==> src/rtl/wacc_pkg.sv <==
// shared constants and types for the weight accumulator with zero band
package wacc_pkg;
    // register byte addresses
    localparam logic [3:0] ADDR_CTRL = 4'h0;
    localparam logic [3:0] ADDR_STATUS = 4'h4;
    localparam logic [3:0] ADDR_TOTAL_LO = 4'h8;
    localparam logic [3:0] ADDR_TOTAL_HI = 4'hc;
    // control field positions
    localparam int CTRL_ENABLE_BIT = 0;
    localparam int CTRL_BAND_LSB = 1;
    localparam int CTRL_DEMAND_BIT = 5;
    localparam int CTRL_CONT_BIT = 6;
    localparam int CTRL_BATCH_BIT = 7;
    localparam int CTRL_W = 8;
    localparam logic [7:0] CTRL_RESET = 8'h00;
    // status field positions
    localparam int STAT_RECALL_BIT = 0;
    localparam int STAT_LOCK_BIT = 1;
    localparam int STAT_CONFIRM_BIT = 2;
    localparam int STAT_REJECT_BIT = 3;
    // total: ten decimal digits held in binary
    localparam int TOTAL_W = 34;
    localparam logic [33:0] TOTAL_MAX = 34'h2540be3ff;
    localparam logic [33:0] TOTAL_RESET = 34'h000000000;
    // zero band codes: 0 off, 1..10 direct, 11..14 twenty to fifty
    localparam int BAND_CODE_W = 4;
    localparam logic [3:0] BAND_OFF = 4'h0;
    localparam logic [3:0] BAND_DIRECT_MAX = 4'ha;
    localparam int BAND_W = 6;
    // lamp flash half period
    localparam int CLK_HZ = 40_000_000;
    localparam int FLASH_HALF_MS = 250;
    localparam int FLASH_HALF_CYC = CLK_HZ / 1000 * FLASH_HALF_MS;
    // display prompt codes
    typedef enum logic [2:0] {
        WACC_P_NONE, WACC_P_PRINT, WACC_P_ACC, WACC_P_SURE,
        WACC_P_CLEAR, WACC_P_TOTAL
    } wacc_prompt_e;
endpackage

==> src/rtl/wacc_top.sv <==
// weight accumulator with return-to-zero band, total recall and clear
`timescale 1ns/100ps
module wacc_top #(
    parameter int WT_W = 20,
    parameter int FLASH_CYC = wacc_pkg::FLASH_HALF_CYC
) (
    input wire logic ref_clk, // 40 MHz system clock
    input wire logic nrst, // async reset, active low
    input wire logic [3:0] addr, // register byte address
    input wire logic [31:0] wr_data, // register write data
    input wire logic wr_stb, // register write strobe
    input wire logic rd_stb, // register read strobe
    output logic [31:0] rd_data, // read data, cycle after rd_stb
    input wire logic signed [WT_W-1:0] wt_grads, // displayed weight
    input wire logic wt_motion, // scale in motion
    input wire logic wt_overload, // scale overloaded
    input wire logic print_key, // print key press pulse
    input wire logic print_cmd, // batch print command pulse
    input wire logic recall_key, // total recall key press pulse
    input wire logic ce_key, // clear entry key press pulse
    output logic print_req, // one-cycle weight print request
    output logic total_send, // send total on serial output
    output logic [wacc_pkg::TOTAL_W-1:0] total, // running total
    output wacc_pkg::wacc_prompt_e prompt, // display prompt
    output logic recall_lamp // total recall lamp
);
    import wacc_pkg::*;

    // refuse shapes the compare and flash counter cannot serve
    // above 35 bits a legal weight plus a full total could wrap the sum
    initial begin
        if (WT_W < 8 || WT_W > 35) begin
            $error("wacc_top: WT_W out of range");
        end
        if (FLASH_CYC < 1) begin
            $error("wacc_top: FLASH_CYC must be positive");
        end
    end

    // band code to graduations
    function automatic logic [BAND_W-1:0] band_of(
        input logic [BAND_CODE_W-1:0] code
    );
        logic [BAND_W-1:0] r;
        r = '0;
        if (code <= BAND_DIRECT_MAX) begin
            r = BAND_W'(code);
        end else if (code <= 4'he) begin
            r = BAND_W'((code - BAND_DIRECT_MAX + 4'h1) * 10);
        end
        return r;
    endfunction

    logic [CTRL_W-1:0] ctrl;
    logic recall;
    logic lock;
    logic confirm;
    logic reject;
    logic [31:0] flash_cnt;
    logic [TOTAL_W-1:0] next_total;
    wacc_prompt_e next_prompt;

    // control fields
    wire opt_en = ctrl[CTRL_ENABLE_BIT];
    wire [BAND_CODE_W-1:0] band_code =
        ctrl[CTRL_BAND_LSB +: BAND_CODE_W];
    wire demand = ctrl[CTRL_DEMAND_BIT];
    wire contin = ctrl[CTRL_CONT_BIT];
    wire automatic_batch_mode = ctrl[CTRL_BATCH_BIT];
    wire [BAND_W-1:0] band = band_of(band_code);
    wire band_on = band != '0;

    // magnitude of displayed weight for the zero band check
    wire wt_neg = wt_grads[WT_W-1];
    wire [WT_W-1:0] wt_mag = wt_neg ? WT_W'(-wt_grads) : WT_W'(wt_grads);
    wire in_band = wt_mag <= WT_W'(band);

    // add request and validity
    wire acc_req = opt_en && !recall &&
        (print_key || (print_cmd && automatic_batch_mode));
    wire wt_valid = !wt_motion && !wt_overload && !wt_neg;
    // a stale lock is ignored once the band is switched off
    wire try_add = acc_req && wt_valid && !(lock && band_on);
    wire [TOTAL_W:0] sum = {1'b0, total} +
        (TOTAL_W + 1)'(unsigned'(wt_grads));
    wire fits = sum <= {1'b0, TOTAL_MAX};
    wire do_add = try_add && fits;
    wire do_reject = try_add && !fits;

    // recall and clear keys
    wire recall_press = opt_en && recall_key;
    wire ce_in_recall = recall && ce_key;
    wire do_clear = ce_in_recall && confirm;

    // register write decode; the read mux compares addr on its own
    wire wr_ctrl = wr_stb && addr == ADDR_CTRL;
    wire wr_stat = wr_stb && addr == ADDR_STATUS;

    // total update: clear wins, otherwise add the weight
    always_comb begin
        next_total = total;
        if (do_clear) begin
            next_total = TOTAL_RESET;
        end else if (do_add) begin
            next_total = sum[TOTAL_W-1:0];
        end
    end

    // prompt selection after each operator event
    always_comb begin
        next_prompt = prompt;
        if (recall_press && recall) begin
            next_prompt = WACC_P_NONE;
        end else if (recall_press) begin
            next_prompt = WACC_P_TOTAL;
        end else if (do_clear) begin
            next_prompt = WACC_P_CLEAR;
        end else if (ce_in_recall) begin
            next_prompt = WACC_P_SURE;
        end else if (do_add) begin
            next_prompt = demand ? WACC_P_PRINT : WACC_P_ACC;
        end else if (!opt_en) begin
            next_prompt = WACC_P_NONE;
        end
    end

    // control register and reject flag, a new reject beats the clear
    always_ff @(posedge ref_clk or negedge nrst) begin
        if (!nrst) begin
            ctrl <= CTRL_RESET;
            reject <= 1'b0;
        end else begin
            if (wr_ctrl) begin
                ctrl <= wr_data[CTRL_W-1:0];
            end
            reject <= do_reject ||
                (reject && !(wr_stat && wr_data[STAT_REJECT_BIT]));
        end
    end

    // accumulator state
    always_ff @(posedge ref_clk or negedge nrst) begin
        if (!nrst) begin
            total <= TOTAL_RESET;
            prompt <= WACC_P_NONE;
            recall <= 1'b0;
            confirm <= 1'b0;
        end else begin
            total <= next_total;
            prompt <= next_prompt;
            recall <= opt_en && (recall ^ recall_press);
            // pending clear waits for the second press; leaving recall drops it
            confirm <= recall && !recall_press && (confirm ^ ce_key);
        end
    end

    // zero band lock: set by an add, freed once weight is near zero
    always_ff @(posedge ref_clk or negedge nrst) begin
        if (!nrst) begin
            lock <= 1'b0;
        end else if (do_add && band_on) begin
            lock <= 1'b1;
        end else if (!band_on || in_band || !opt_en) begin
            lock <= 1'b0;
        end
    end

    // lamp flash timer; held idle outside recall so each recall starts lit
    always_ff @(posedge ref_clk or negedge nrst) begin
        if (!nrst) begin
            flash_cnt <= '0;
            recall_lamp <= 1'b0;
        end else if (!recall) begin
            flash_cnt <= '0;
            recall_lamp <= 1'b0;
        end else if (flash_cnt >= 32'(FLASH_CYC) ||
                     recall_lamp == 1'b0 && flash_cnt == '0) begin
            flash_cnt <= 32'h1;
            recall_lamp <= !recall_lamp;
        end else begin
            flash_cnt <= flash_cnt + 32'h1;
        end
    end

    // serial requests: weight print follows an add, total in recall
    always_ff @(posedge ref_clk or negedge nrst) begin
        if (!nrst) begin
            print_req <= 1'b0;
            total_send <= 1'b0;
        end else begin
            print_req <= do_add && demand;
            total_send <= recall && !recall_press &&
                (contin || print_key);
        end
    end

    // read mux; unmapped addresses read zero
    wire [31:0] stat_word = {28'h0, reject, confirm, lock, recall};
    wire [31:0] rd_mux =
        addr == ADDR_CTRL ? {24'h0, ctrl} :
        addr == ADDR_STATUS ? stat_word :
        addr == ADDR_TOTAL_LO ? total[31:0] :
        addr == ADDR_TOTAL_HI ? {30'h0, total[TOTAL_W-1:32]} : 32'h0;

    // read data valid only in the cycle after the strobe
    always_ff @(posedge ref_clk or negedge nrst) begin
        if (!nrst) begin
            rd_data <= 32'h0;
        end else begin
            rd_data <= rd_stb ? rd_mux : 32'h0;
        end
    end
endmodule // wacc_top

==> config.mk <==
export PLATFORM = sky130hd
export DESIGN_NAME = wacc_top
export DESIGN_NICKNAME = d
export VERILOG_FILES = /design/src/rtl/wacc_pkg.sv /design/src/rtl/wacc_top.sv
export SDC_FILE = /design/constraint.sdc
export NUM_CORES = 1
export LEC_CHECK = 0
export BUFFER_PORTS_ARGS = -buffer_cell sky130_fd_sc_hd__buf_2
export CORE_MARGIN = 8
export CORE_UTILIZATION = 45
export DETAILED_ROUTE_END_ITERATION = 7
export PLACE_DENSITY = 0.78
export SLEW_MARGIN = 5
export SYNTH_ARGS = -nofsm -noshare
export SYNTH_HDL_FRONTEND = slang
export SYNTH_SLANG_ARGS = --single-unit
==> constraint.sdc <==
create_clock -name ref_clk -period 4.02 [get_ports ref_clk]
set_input_delay 0.402 -clock ref_clk [delete_from_list [all_inputs] [get_ports ref_clk]]
set_output_delay 0.402 -clock ref_clk [all_outputs]
set_load 0.01 [all_outputs]
==> results by group, run 1 <==
Clock tree
  • Max clock buf depth: 2
  • TritonCTS clock tree: done
  • Clock sink total: 116
  • Reg clk slew, reported paths: 0.06 ns
  • Root buffer cell: clkbuf_16
  • CTS Buf Count: 17
  • H-tree levels: 4
  • Skew-Pair Late Insertion Delay: 0.42 ns
  • Post-CTS Hold Fix Bufs: 0

Cells and area
  • N_diodes: 0
  • Layout Nets: 1131
  • Non-filler cells, final: 1257
  • Fillers: 1361
  • Area Overhead vs Synth: 27.94%
  • Layout cell share with drive strength beyond 1: 27.68%
  • Design area: 9678 µm²

Synthesis
  • Yosys warns: 0
  • Cell count after synthesis: 839
  • Number of synthesized register bits: 116
  • Post-Syn Area: 7565 µm²
  • EDFF count, synth: 0
  • Prevailing post-synth register cell: dfrtp_1
  • Synth cell types: 73
  • Async S/R FF share, synth: 100.0%
  • Mean Syn Cell Area: 9.016 µm²
  • Register area share after synthesis: 38.37%

STA
  • Fin. max-slew vios: 0
  • Final setup fails: 0
  • Setup ws final: 0.1284 ns
  • Clk_skew: 0.006175 ns
  • Final hold violation count: 0
  • Worst slew pin tran: 0.7310 ns
  • Relative slew slack: 51.27%
  • Minimum clock period: 3.892 ns
  • F_max: 257.0 MHz
  • Tcrit/Tclk final: 96.81%

Critical path
  • WP data required: 4.31 ns
  • Crit path max-delay cell type: or4_1
  • Cell mode on critical path: or4_1
  • Largest delay share family, worst path: simple AND/OR/NAND/NOR gates
  • Critical Path Start: total[12]
  • Reg2Reg Launch Point: total[12]
  • R2R setup slack: 0.13 ns
  • CP max stage delay: 0.50 ns
  • CP Class: reg -> reg
  • Crit-path max FO: 7
  • CP arrival: 4.18 ns
  • Crit path buf inv count: 0
  • Worst Setup Start Kind: flip-flop
  • Worst setup EP type: flip-flop
  • Crit path cell chain: ha_1 -> a21oi_1 -> o21ai_2 -> a21o_1 -> a22o_1 -> a311o_1 -> or4_1 -> nor4_1 -> nand4_1 -> o21ai_4 -> a21oi_2 -> or4_1

Floorplanning
  • Area of the core: 16520 µm²
  • Die height: 145.7 µm
  • Initial core utilization: 45.78%
  • Site row count: 47
  • Die area: 21220 µm²
  • # IOs: 138
  • Die X: 145.7 µm

Power and ir drop
  • Total power: 5.411 mW
  • Leak Pwr: 4.941 nW
  • Worst VDD drop: 0.3087 mV
  • Pwr dens: 559.1 nW/µm²

GRT
  • GR Overflow Total: 0
  • Initial antenna violation count: 0
  • GR Util All Layers: 20.57%
  • Vias in the first global route: 6934
  • Pin count of the biggest net entering global routing: 60
  • First-pass GRT wire length: 35840 µm

Routing
  • Final ANT Viol Nets: 0
  • DRT iter0 DRCs: 539
  • Total routed wirelength: 21650 µm
  • Via count: 7091
  • DR WL/cell: 17.22 µm
  • TritonRoute pass-1 iters: 5
  • Remaining DRCs: 0
  • Vias per cell: 5.641

Placed design
  • RD Place Congestion: 0.9194
  • Dpl cells: 1223
  • Half-perimeter wire length after placement: 16370 µm
  • IO buf count: 113
  • Placed cell areas: 8934 µm²
  • DP Worst Slack: -0.1478 ns

Run status
  • Status: completed

Run
  • Max-cap viol count: 0

Min path
  • Worst hold path type: in -> async
[registers in the layout, indices dropped and copies added, names as in the netlist, 3 cells and up]
name,count
flash_cnt,32
rd_data,32
prompt,3
total,34
ctrl,8
[cell type report]
class                   instances  area (µm²)  share of cell area (%)
clock inverters                14       178.9                   1.849
clock buffers                  18       429.2                   4.434
inverters                      27       101.3                   1.047
multi-input cells             663        4539                   46.90
well taps                     220       275.3                   2.844
repair buffers                199        1251                   12.93
flip-flops and latches        116        2903                   29.99
[kinds of logic after synthesis]
logic type / share of synthesized area, %
multiplexers: 5.309
other: 0.04957
AO/OA/AOI/OAI: 17.80
adder cells (fa/ha/maj): 6.881
buffers and inverters: 3.655
XOR/XNOR: 5.673
flip-flops: 38.37
AND/OR/NAND/NOR: 22.26
[routing by layer]
metal  wire length [µm]  vias up  GRT usage (%)
met1               9774     3410          26.92
met3               1271       32          5.131
li1                   -     3410              -
met5                  0        -              0
met4                381        0          5.674
met2              10220      239          33.15
[cells in the mapped netlist (4+ instances only)]
cell type / n / share of area [%]
a211oi_1: 5 / 0.50
a21boi_0: 5 / 0.50
a21o_1: 11 / 1.1
a21oi_1: 39 / 2.6
a311o_1: 4 / 0.53
a31o_2: 15 / 1.7
a31oi_1: 6 / 0.50
and2_1: 31 / 2.6
and3_1: 17 / 1.4
buf_2: 14 / 0.93
clkbuf_1: 23 / 1.1
dfrtp_1: 116 / 38
ha_1: 40 / 6.6
inv_1: 27 / 1.3
mux2_2: 9 / 1.3
mux2i_1: 30 / 4.0
nand2_1: 82 / 4.1
nand2b_1: 4 / 0.33
nand3_1: 28 / 1.9
nand4_1: 10 / 0.83
nor2_1: 86 / 4.3
nor2b_1: 14 / 1.2
nor3_1: 29 / 1.9
nor4_1: 10 / 0.83
o211a_1: 15 / 2.0
o211ai_1: 6 / 0.60
o21a_1: 7 / 0.69
o21ai_0: 24 / 1.6
o22ai_1: 4 / 0.33
or3_1: 7 / 0.58
or4_1: 7 / 0.69
xnor2_1: 27 / 3.1
xor2_1: 22 / 2.5
[worst paths after layout]
| path | endpoint | cells past startpoint |
|---|---|---|
| max | prompt[0] | 12 |
| min | rd_data[3] | 1 |
| max reg2reg | prompt[0] | 12 |
| min reg2reg | prompt[1] | 1 |
| max in group asynchronous | total[30] | 2 |
| min in group ref_clk | total_send | 2 |
[cells in the final DEF (no fill, tap or decap), types with 5 or more instances in the layout]
cell type	count
o21a_1	7
a31o_2	15
a211oi_1	5
o211a_1	15
conb_1	8
nor2_1	86
xnor2_1	27
a21oi_1	37
nor4_1	9
or3_1	7
mux2_2	9
and3_1	17
nand3_1	27
clkbuf_16	17
buf_2	112
mux2i_1	30
inv_1	26
a21o_1	11
nor3_1	28
a31oi_1	6
xor2_1	22
o21ai_0	23
buf_4	84
o211ai_1	6
and2_1	31
or4_1	7
dfrtp_1	116
nand2_1	81
nor2b_1	14
a21boi_0	5
ha_1	39
nand4_1	10
[worst reg2reg max path, stage by stage, from the launching register on]
cell and delay, ns:
dfrtp_1 0.41, ha_1 0.39, a21oi_1 0.33, o21ai_2 0.14, a21o_1 0.18, a22o_1 0.22, a311o_1 0.33, or4_1 0.49
nor4_1 0.34, nand4_1 0.21, o21ai_4 0.15, a21oi_2 0.09, or4_1 0.50
[per-stage QoR]
stage	setup TNS [ns]	util, %	hold WS [ns]
6_report	0	58.57	0.02979
5_1_grt	-0.3495	58.57	0.1037
4_1_cts	0	57.74	0.06067
3_5_place_dp	-3.567	54.06	0.5013
3_3_place_gp	-1.090	54.06	0.4863
2_1_floorplan	0	-	0.1064
[power breakdown]
group          leakage [nW]  switching [mW]  internal [mW]
clock                 0.287           0.579          0.981
sequential             1.56           0.142           1.31
combinational          3.09            1.31           1.09
total                  4.94            2.03           3.38
[timing repair]
action	CTS	global route
gates resized for setup	0	25
endpoints found under the setup margin	0	39
buffers inserted	0	2
hold endpoints to repair	0	0
No activity file was read; power rests on OpenSTA's default activity.
==> run 2, diff against run 1 <==
--- a/config.mk
+++ b/config.mk
@@ -5,11 +5,13 @@
 export SDC_FILE = /design/constraint.sdc
 export NUM_CORES = 1
 export LEC_CHECK = 0
-export BUFFER_PORTS_ARGS = -buffer_cell sky130_fd_sc_hd__buf_2
+export ABC_AREA = 1
 export CORE_MARGIN = 8
 export CORE_UTILIZATION = 45
 export DETAILED_ROUTE_END_ITERATION = 7
-export PLACE_DENSITY = 0.78
+export DONT_BUFFER_PORTS = 1
+export PLACE_DENSITY = 0.71
+export SETUP_SLACK_MARGIN = 0.02
 export SLEW_MARGIN = 5
 export SYNTH_ARGS = -nofsm -noshare
 export SYNTH_HDL_FRONTEND = slang
==> run 2 against run 1 <==
Clock-buffer cell count grew 3. Non-clock buffer count down 193. Global-route usage decreased by 1.3 points. Power fell by 2.0%. Via count down 0.30%. Sequential power is 21% higher. Largest power group unchanged.
==> results by group, run 2 <==
Synthesis
  • Synth Area in XOR/XNOR: 3.767%
  • EDFF count, synth: 0
  • Yosys warns: 0
  • Area share of and/or/nand/nor cells after synthesis: 32.67%
  • Mean Syn Cell Area: 7.279 µm²
  • Synth Area in Compound Gates: 10.42%
  • Synth Area in Adders: 6.396%
  • Top-count cell post-synth: nand2_1
  • Mux contribution to synthesized area: 0.4151%
  • Commonest cells post-synth: 309 x nand2_1, 195 x inv_1, 128 x nor2_1, 116 x dfrtp_1, 57 x nand3_1
  • Async S/R FF share, synth: 100.0%
  • Largest cells by area after synthesis: dfrtp_1 36%, nand2_1 14%, inv_1 9.0%
  • Cell count after synthesis: 1118
  • Top-area cell type share of the netlist area: 35.67%
  • Prevailing post-synth register cell: dfrtp_1
  • Cell taking the most area after synthesis: dfrtp_1
  • Post-Syn Area: 8138 µm²
  • Register area share after synthesis: 35.67%
  • Number of synthesized register bits: 116
  • Synth cell types: 57
  • Largest family of logic cells by synthesized area: simple AND/OR/NAND/NOR gates

GRT
  • First-pass GRT wire length: 33950 µm
  • Pin count of the biggest net entering global routing: 117
  • GR Util All Layers: 19.32%
  • GR Overflow Total: 0
  • Initial antenna violation count: 0
  • Vias in the first global route: 6613

Critical path
  • CP arrival: 3.95 ns
  • CP max stage delay: 0.40 ns
  • Worst setup EP type: flip-flop
  • Crit-path max FO: 12
  • Cell mode on critical path: ha_1
  • Crit path max-delay cell type: dfrtp_1
  • Worst Setup Start Kind: flip-flop
  • Crit path buf inv count: 4
  • WP data required: 4.31 ns
  • Largest delay share family, worst path: adder cells
  • R2R setup slack: 0.37 ns
  • CP Class: reg -> reg
  • Crit path cell chain: inv_1 -> ha_1 -> inv_1 -> ha_1 -> xor2_1 -> inv_1 -> ha_1 -> ha_1 -> xnor2_1 -> xor2_1 -> o21ai_0 -> a21o_1 -> nand3_1 -> a21oi_1 -> nand3_4 -> nand2_4 -> buf_4 -> o22ai_2

STA
  • Clk_skew: 0.01575 ns
  • Tcrit/Tclk final: 90.88%
  • Fin. max-slew vios: 0
  • Setup ws final: 0.3666 ns
  • Final setup fails: 0
  • Setup_tns: 0 ns
  • Worst slew pin tran: 1.033 ns
  • Relative slew slack: 30.99%
  • Unrepaired setup endpoints after global routing: false
  • Final hold violation count: 0
  • F_max: 273.7 MHz
  • Minimum clock period: 3.653 ns
  • Hold_ws: 0.09343 ns

Cells and area
  • Register bank with the most flops: total
  • Area Overhead vs Synth: 10.32%
  • Design area: 8977 µm²
  • Layout Nets: 1245
  • Most frequent cells in the layout: 309 x nand2_1, 195 x inv_1, 128 x nor2_1
  • Post-layout util: 50.32%
  • Most common cell after layout, fill and taps aside: nand2_1
  • Non-filler cells, final: 1380
  • Largest registers: total x34, flash_cnt x32, rd_data x32
  • Layout cell share with drive strength beyond 1: 10.95%
  • Max reg flops: 34
  • N_diodes: 0

Floorplanning
  • # IOs: 138
  • Die height: 150.5 µm
  • Site row count: 49
  • Die area: 22640 µm²
  • Die X: 150.5 µm
  • Area of the core: 17840 µm²
  • Initial core utilization: 45.61%

Clock tree
  • TritonCTS clock tree: done
  • H-tree levels: 4
  • # Post-CTS Setup Buffers: 0
  • Max clock buf depth: 2
  • Reg clk slew, reported paths: 0.06 ns
  • Root buffer cell: clkbuf_16
  • Post-CTS Resized: 0
  • Skew-Pair Late Insertion Delay: 0.43 ns
  • CTS Buf Count: 17
  • Post-CTS Hold Fix Bufs: 2
  • Clock sink total: 116

Routing
  • Final ANT Viol Nets: 0
  • Vias per cell: 5.123
  • DR WL/cell: 15.37 µm
  • Remaining DRCs: 0
  • Via count: 7070
  • DRT iter0 DRCs: 468
  • Total routed wirelength: 21210 µm
  • TritonRoute pass-1 iters: 5

Power and ir drop
  • Total power: 5.303 mW
  • Worst VDD drop: 0.3569 mV
  • Leak Pwr: 4.547 nW
  • Pwr dens: 590.7 nW/µm²

Min path
  • Worst hold path type: in -> reg

Placed design
  • Dpl cells: 1346
  • IO buf count: 0
  • Half-perimeter wire length after placement: 16750 µm
  • Placed cell areas: 8377 µm²
  • DP Worst Slack: 0.3478 ns
  • RD Place Congestion: 1.005

Run status
  • Status: completed

Run
  • Max-cap viol count: 0
[run 2: cells by family (layout without fill, tap and decap cells)]
group                      after synthesis  count (layout)
other                                    1               8
AOI/OAI and AO/OA                      111             111
adders and majority gates               41              41
muxes                                    3               3
buffers and inverters                  211             237
DFF                                    116             116
xor gates and xnor gates                35              35
and+or+nand+nor                        600             600
[run 2: area by class of cell]
| cell class | count | area (µm²) |
|---|---|---|
| inverter | 199 | 747.0 |
| multi-input combinational | 798 | 4398 |
| tap | 229 | 286.5 |
| timing repair buffer | 6 | 80.08 |
| sequential | 116 | 2903 |
| fill | 1737 | 8864 |
| clock inverter | 11 | 102.6 |
| clock buffer | 21 | 460.4 |
[run 2: routing by layer]
metal | up-vias | part of all wire, % | global-route usage [%]
li1 | 3577 | - | -
met1 | 3255 | 43 | 23.70
met2 | 211 | 46 | 31.26
met3 | 27 | 9.1 | 6.492
met4 | 0 | 1.6 | 6.497
met5 | - | 0 | 0
[run 2: power breakdown]
part / switching (mW) / internal [mW]
registers: 0.373 / 1.38
logic: 1.36 / 0.747
clock network: 0.563 / 0.882
[run 2: path summary, 6_finish.rpt]
check	startpoint	endpoint	depth (start not counted)
min in group asynchronous	nrst	flash_cnt[10]	2
setup reg to reg	ctrl[2]	total[1]	18
max in group asynchronous	nrst	total[6]	2
setup / recovery	ctrl[2]	total[1]	18
hold / removal	rd_stb	rd_data[3]	2
hold reg to reg	ctrl[6]	total_send	1
[run 2: worst register-to-register path: cells and delay by family (launching register included)]
family / cells / cell delay [ns]
adders and majority gates: 4 / 0.94
xor gates and xnor gates: 3 / 0.45
DFF: 1 / 0.40
AOI/OAI and AO/OA: 4 / 0.74
buffers and inverters: 4 / 0.54
and+or+nand+nor: 3 / 0.47
==> run 3, diff against run 2 <==
--- a/config.mk
+++ b/config.mk
@@ -6,11 +6,11 @@
 export NUM_CORES = 1
 export LEC_CHECK = 0
 export ABC_AREA = 1
-export CORE_MARGIN = 8
+export BUFFER_PORTS_ARGS = -buffer_cell sky130_fd_sc_hd__buf_2
+export CORE_MARGIN = 1.5
 export CORE_UTILIZATION = 45
 export DETAILED_ROUTE_END_ITERATION = 7
-export DONT_BUFFER_PORTS = 1
-export PLACE_DENSITY = 0.71
+export PLACE_DENSITY = 0.78
 export SETUP_SLACK_MARGIN = 0.02
 export SLEW_MARGIN = 5
 export SYNTH_ARGS = -nofsm -noshare
==> run 3 against run 2 <==
Clock power about the same. Utilization rose by 4.1 points. Sequential share of layout area down 1.8 points. Routed wire length grew 1.8%. Global-route usage up 5.3 points. Die area fell by 17%. Clock-buffer cell count increased by 2. Hold slack got worse by 0.070 ns. Power rose by 3.9%. Largest cell class unchanged.
==> results by group, run 3 (synthesized netlist as in run 2, its figures left out) <==
Run status
  • Status: completed

STA
  • Unrepaired setup endpoints after global routing: false
  • Setup_tns: 0 ns
  • Clk_skew: 0.01839 ns
  • Relative slew slack: 31.13%
  • Minimum clock period: 3.645 ns
  • F_max: 274.4 MHz
  • Tcrit/Tclk final: 90.66%
  • Worst slew pin tran: 1.031 ns
  • Fin. max-slew vios: 0
  • Final hold violation count: 0
  • Final setup fails: 0
  • Setup ws final: 0.3755 ns

Clock tree
  • H-tree levels: 4
  • Reg clk slew, reported paths: 0.06 ns
  • Root buffer cell: clkbuf_16
  • Clock sink total: 116
  • Post-CTS Hold Fix Bufs: 0
  • TritonCTS clock tree: done
  • Max clock buf depth: 2
  • CTS Buf Count: 17
  • Skew-Pair Late Insertion Delay: 0.43 ns

Floorplanning
  • Area of the core: 17480 µm²
  • Die X: 137.5 µm
  • Die height: 137.5 µm
  • Site row count: 48
  • Die area: 18900 µm²
  • Initial core utilization: 46.56%
  • # IOs: 138

Routing
  • TritonRoute pass-1 iters: 6
  • Remaining DRCs: 0
  • Final ANT Viol Nets: 0
  • Total routed wirelength: 21600 µm
  • DRT iter0 DRCs: 576
  • DR WL/cell: 14.52 µm
  • Via count: 7611
  • Vias per cell: 5.115

Cells and area
  • Register bank with the most flops: total
  • Layout cell share with drive strength beyond 1: 18.76%
  • Fillers: 1664
  • N_diodes: 0
  • Design area: 9505 µm²
  • Largest registers: total x34, flash_cnt x32, rd_data x32
  • Max reg flops: 34
  • Most frequent cells in the layout: 309 x nand2_1, 195 x inv_1, 128 x nor2_1
  • Post-layout util: 54.39%
  • Layout Nets: 1357
  • Area Overhead vs Synth: 16.81%
  • Most common cell after layout, fill and taps aside: nand2_1

GRT
  • GR Overflow Total: 0
  • Vias in the first global route: 7483
  • Initial antenna violation count: 0
  • Pin count of the biggest net entering global routing: 58
  • First-pass GRT wire length: 36200 µm
  • GR Util All Layers: 24.60%

Critical path
  • Crit-path max FO: 7
  • Worst Setup Start Kind: flip-flop
  • WP data required: 4.33 ns
  • Worst R2R End: lock
  • Reg2Reg Launch Point: ctrl[2]
  • Reg2reg path depth: 19
  • Worst setup EP type: flip-flop
  • CP Class: reg -> reg
  • CP arrival: 3.95 ns
  • R2R setup slack: 0.38 ns

Placed design
  • IO buf count: 113
  • DP Worst Slack: 0.2815 ns
  • RD Place Congestion: 0.9682
  • Half-perimeter wire length after placement: 16860 µm
  • Placed cell areas: 8935 µm²

Power and ir drop
  • Pwr dens: 579.8 nW/µm²
  • Worst VDD drop: 0.4118 mV
  • Total power: 5.512 mW
  • Leak Pwr: 5.074 nW

Min path
  • Worst hold path type: in -> async

Run
  • Max-cap viol count: 0
==> run 3: cell count changes in the layout (fill, tap and decap cells not counted), sizes merged <==
cell	before	now
clkinv	6	7
inv	200	198
dlygate4sd3	1	0
bufinv	1	2
clkinvlp	3	1
clkbuf	21	23
buf	5	118
==> run 3: timing repair <==
| action | 4_1_cts | 5_1_grt |
|---|---|---|
| endpoints found under the hold margin | 0 | 0 |
| setup buffers | 0 | 0 |
| setup endpoints to repair | 0 | 18 |
| resized for setup | 0 | 2 |
==> run 3: how the worst max path moves through the flow <==
stage / from / to / slack [ns]
floorplan: ctrl[2] / total[10] / 0.80
global placement: ctrl[2] / total[5] / 0.39
detailed placement: ctrl[2] / total[5] / 0.28
CTS: ctrl[2] / total[5] / 0.26
global route: ctrl[2] / lock / 0.06
finish: ctrl[2] / lock / 0.38
==> run 3: routing by layer <==
layer | GRT usage [%] | wire length [µm]
met1 | 31.32 | 9554
met2 | 41.31 | 10150
met3 | 5.114 | 1453
met4 | 8.713 | 438
met5 | 0 | 0
==> run 3: worst max-delay path, cell delays in order (launching register included) <==
cell       delay (ns)
dfrtp_1          0.41
inv_1            0.20
ha_1             0.18
inv_1            0.04
ha_1             0.29
xor2_1           0.15
inv_1            0.05
ha_1             0.27
ha_1             0.20
xnor2_1          0.17
xor2_1           0.19
o21ai_0          0.10
a21o_1           0.18
ha_1             0.31
nand2_1          0.10
nor2_1           0.05
a211oi_1         0.25
o2111ai_1        0.23
nand2_1          0.10
nand2_1          0.05
==> run 3: power by group <==
group	switching, mW	leakage (nW)	internal, mW
sequential	0.245	1.53	1.38
combinational	1.56	3.26	0.868
clock	0.535	0.275	0.924
==> run 3: per-stage QoR <==
step	hold WS, ns	instances
2_1_floorplan	0.1064	1125
3_3_place_gp	0.4806	1456
3_5_place_dp	0.4884	1456
4_1_cts	0.05143	1488
5_1_grt	0.08336	1488
6_report	0.02329	1488
==> run 3: area by class of cell <==
class / count / area [µm²] / share of cell area [%]
inverter: 199 / 747.0 / 7.858
multi-input combinational: 798 / 4402 / 46.31
sequential: 116 / 2903 / 30.54
timing repair buffer: 118 / 609.3 / 6.410
clock buffer: 23 / 457.9 / 4.818
tap: 225 / 281.5 / 2.962
clock inverter: 9 / 105.1 / 1.106
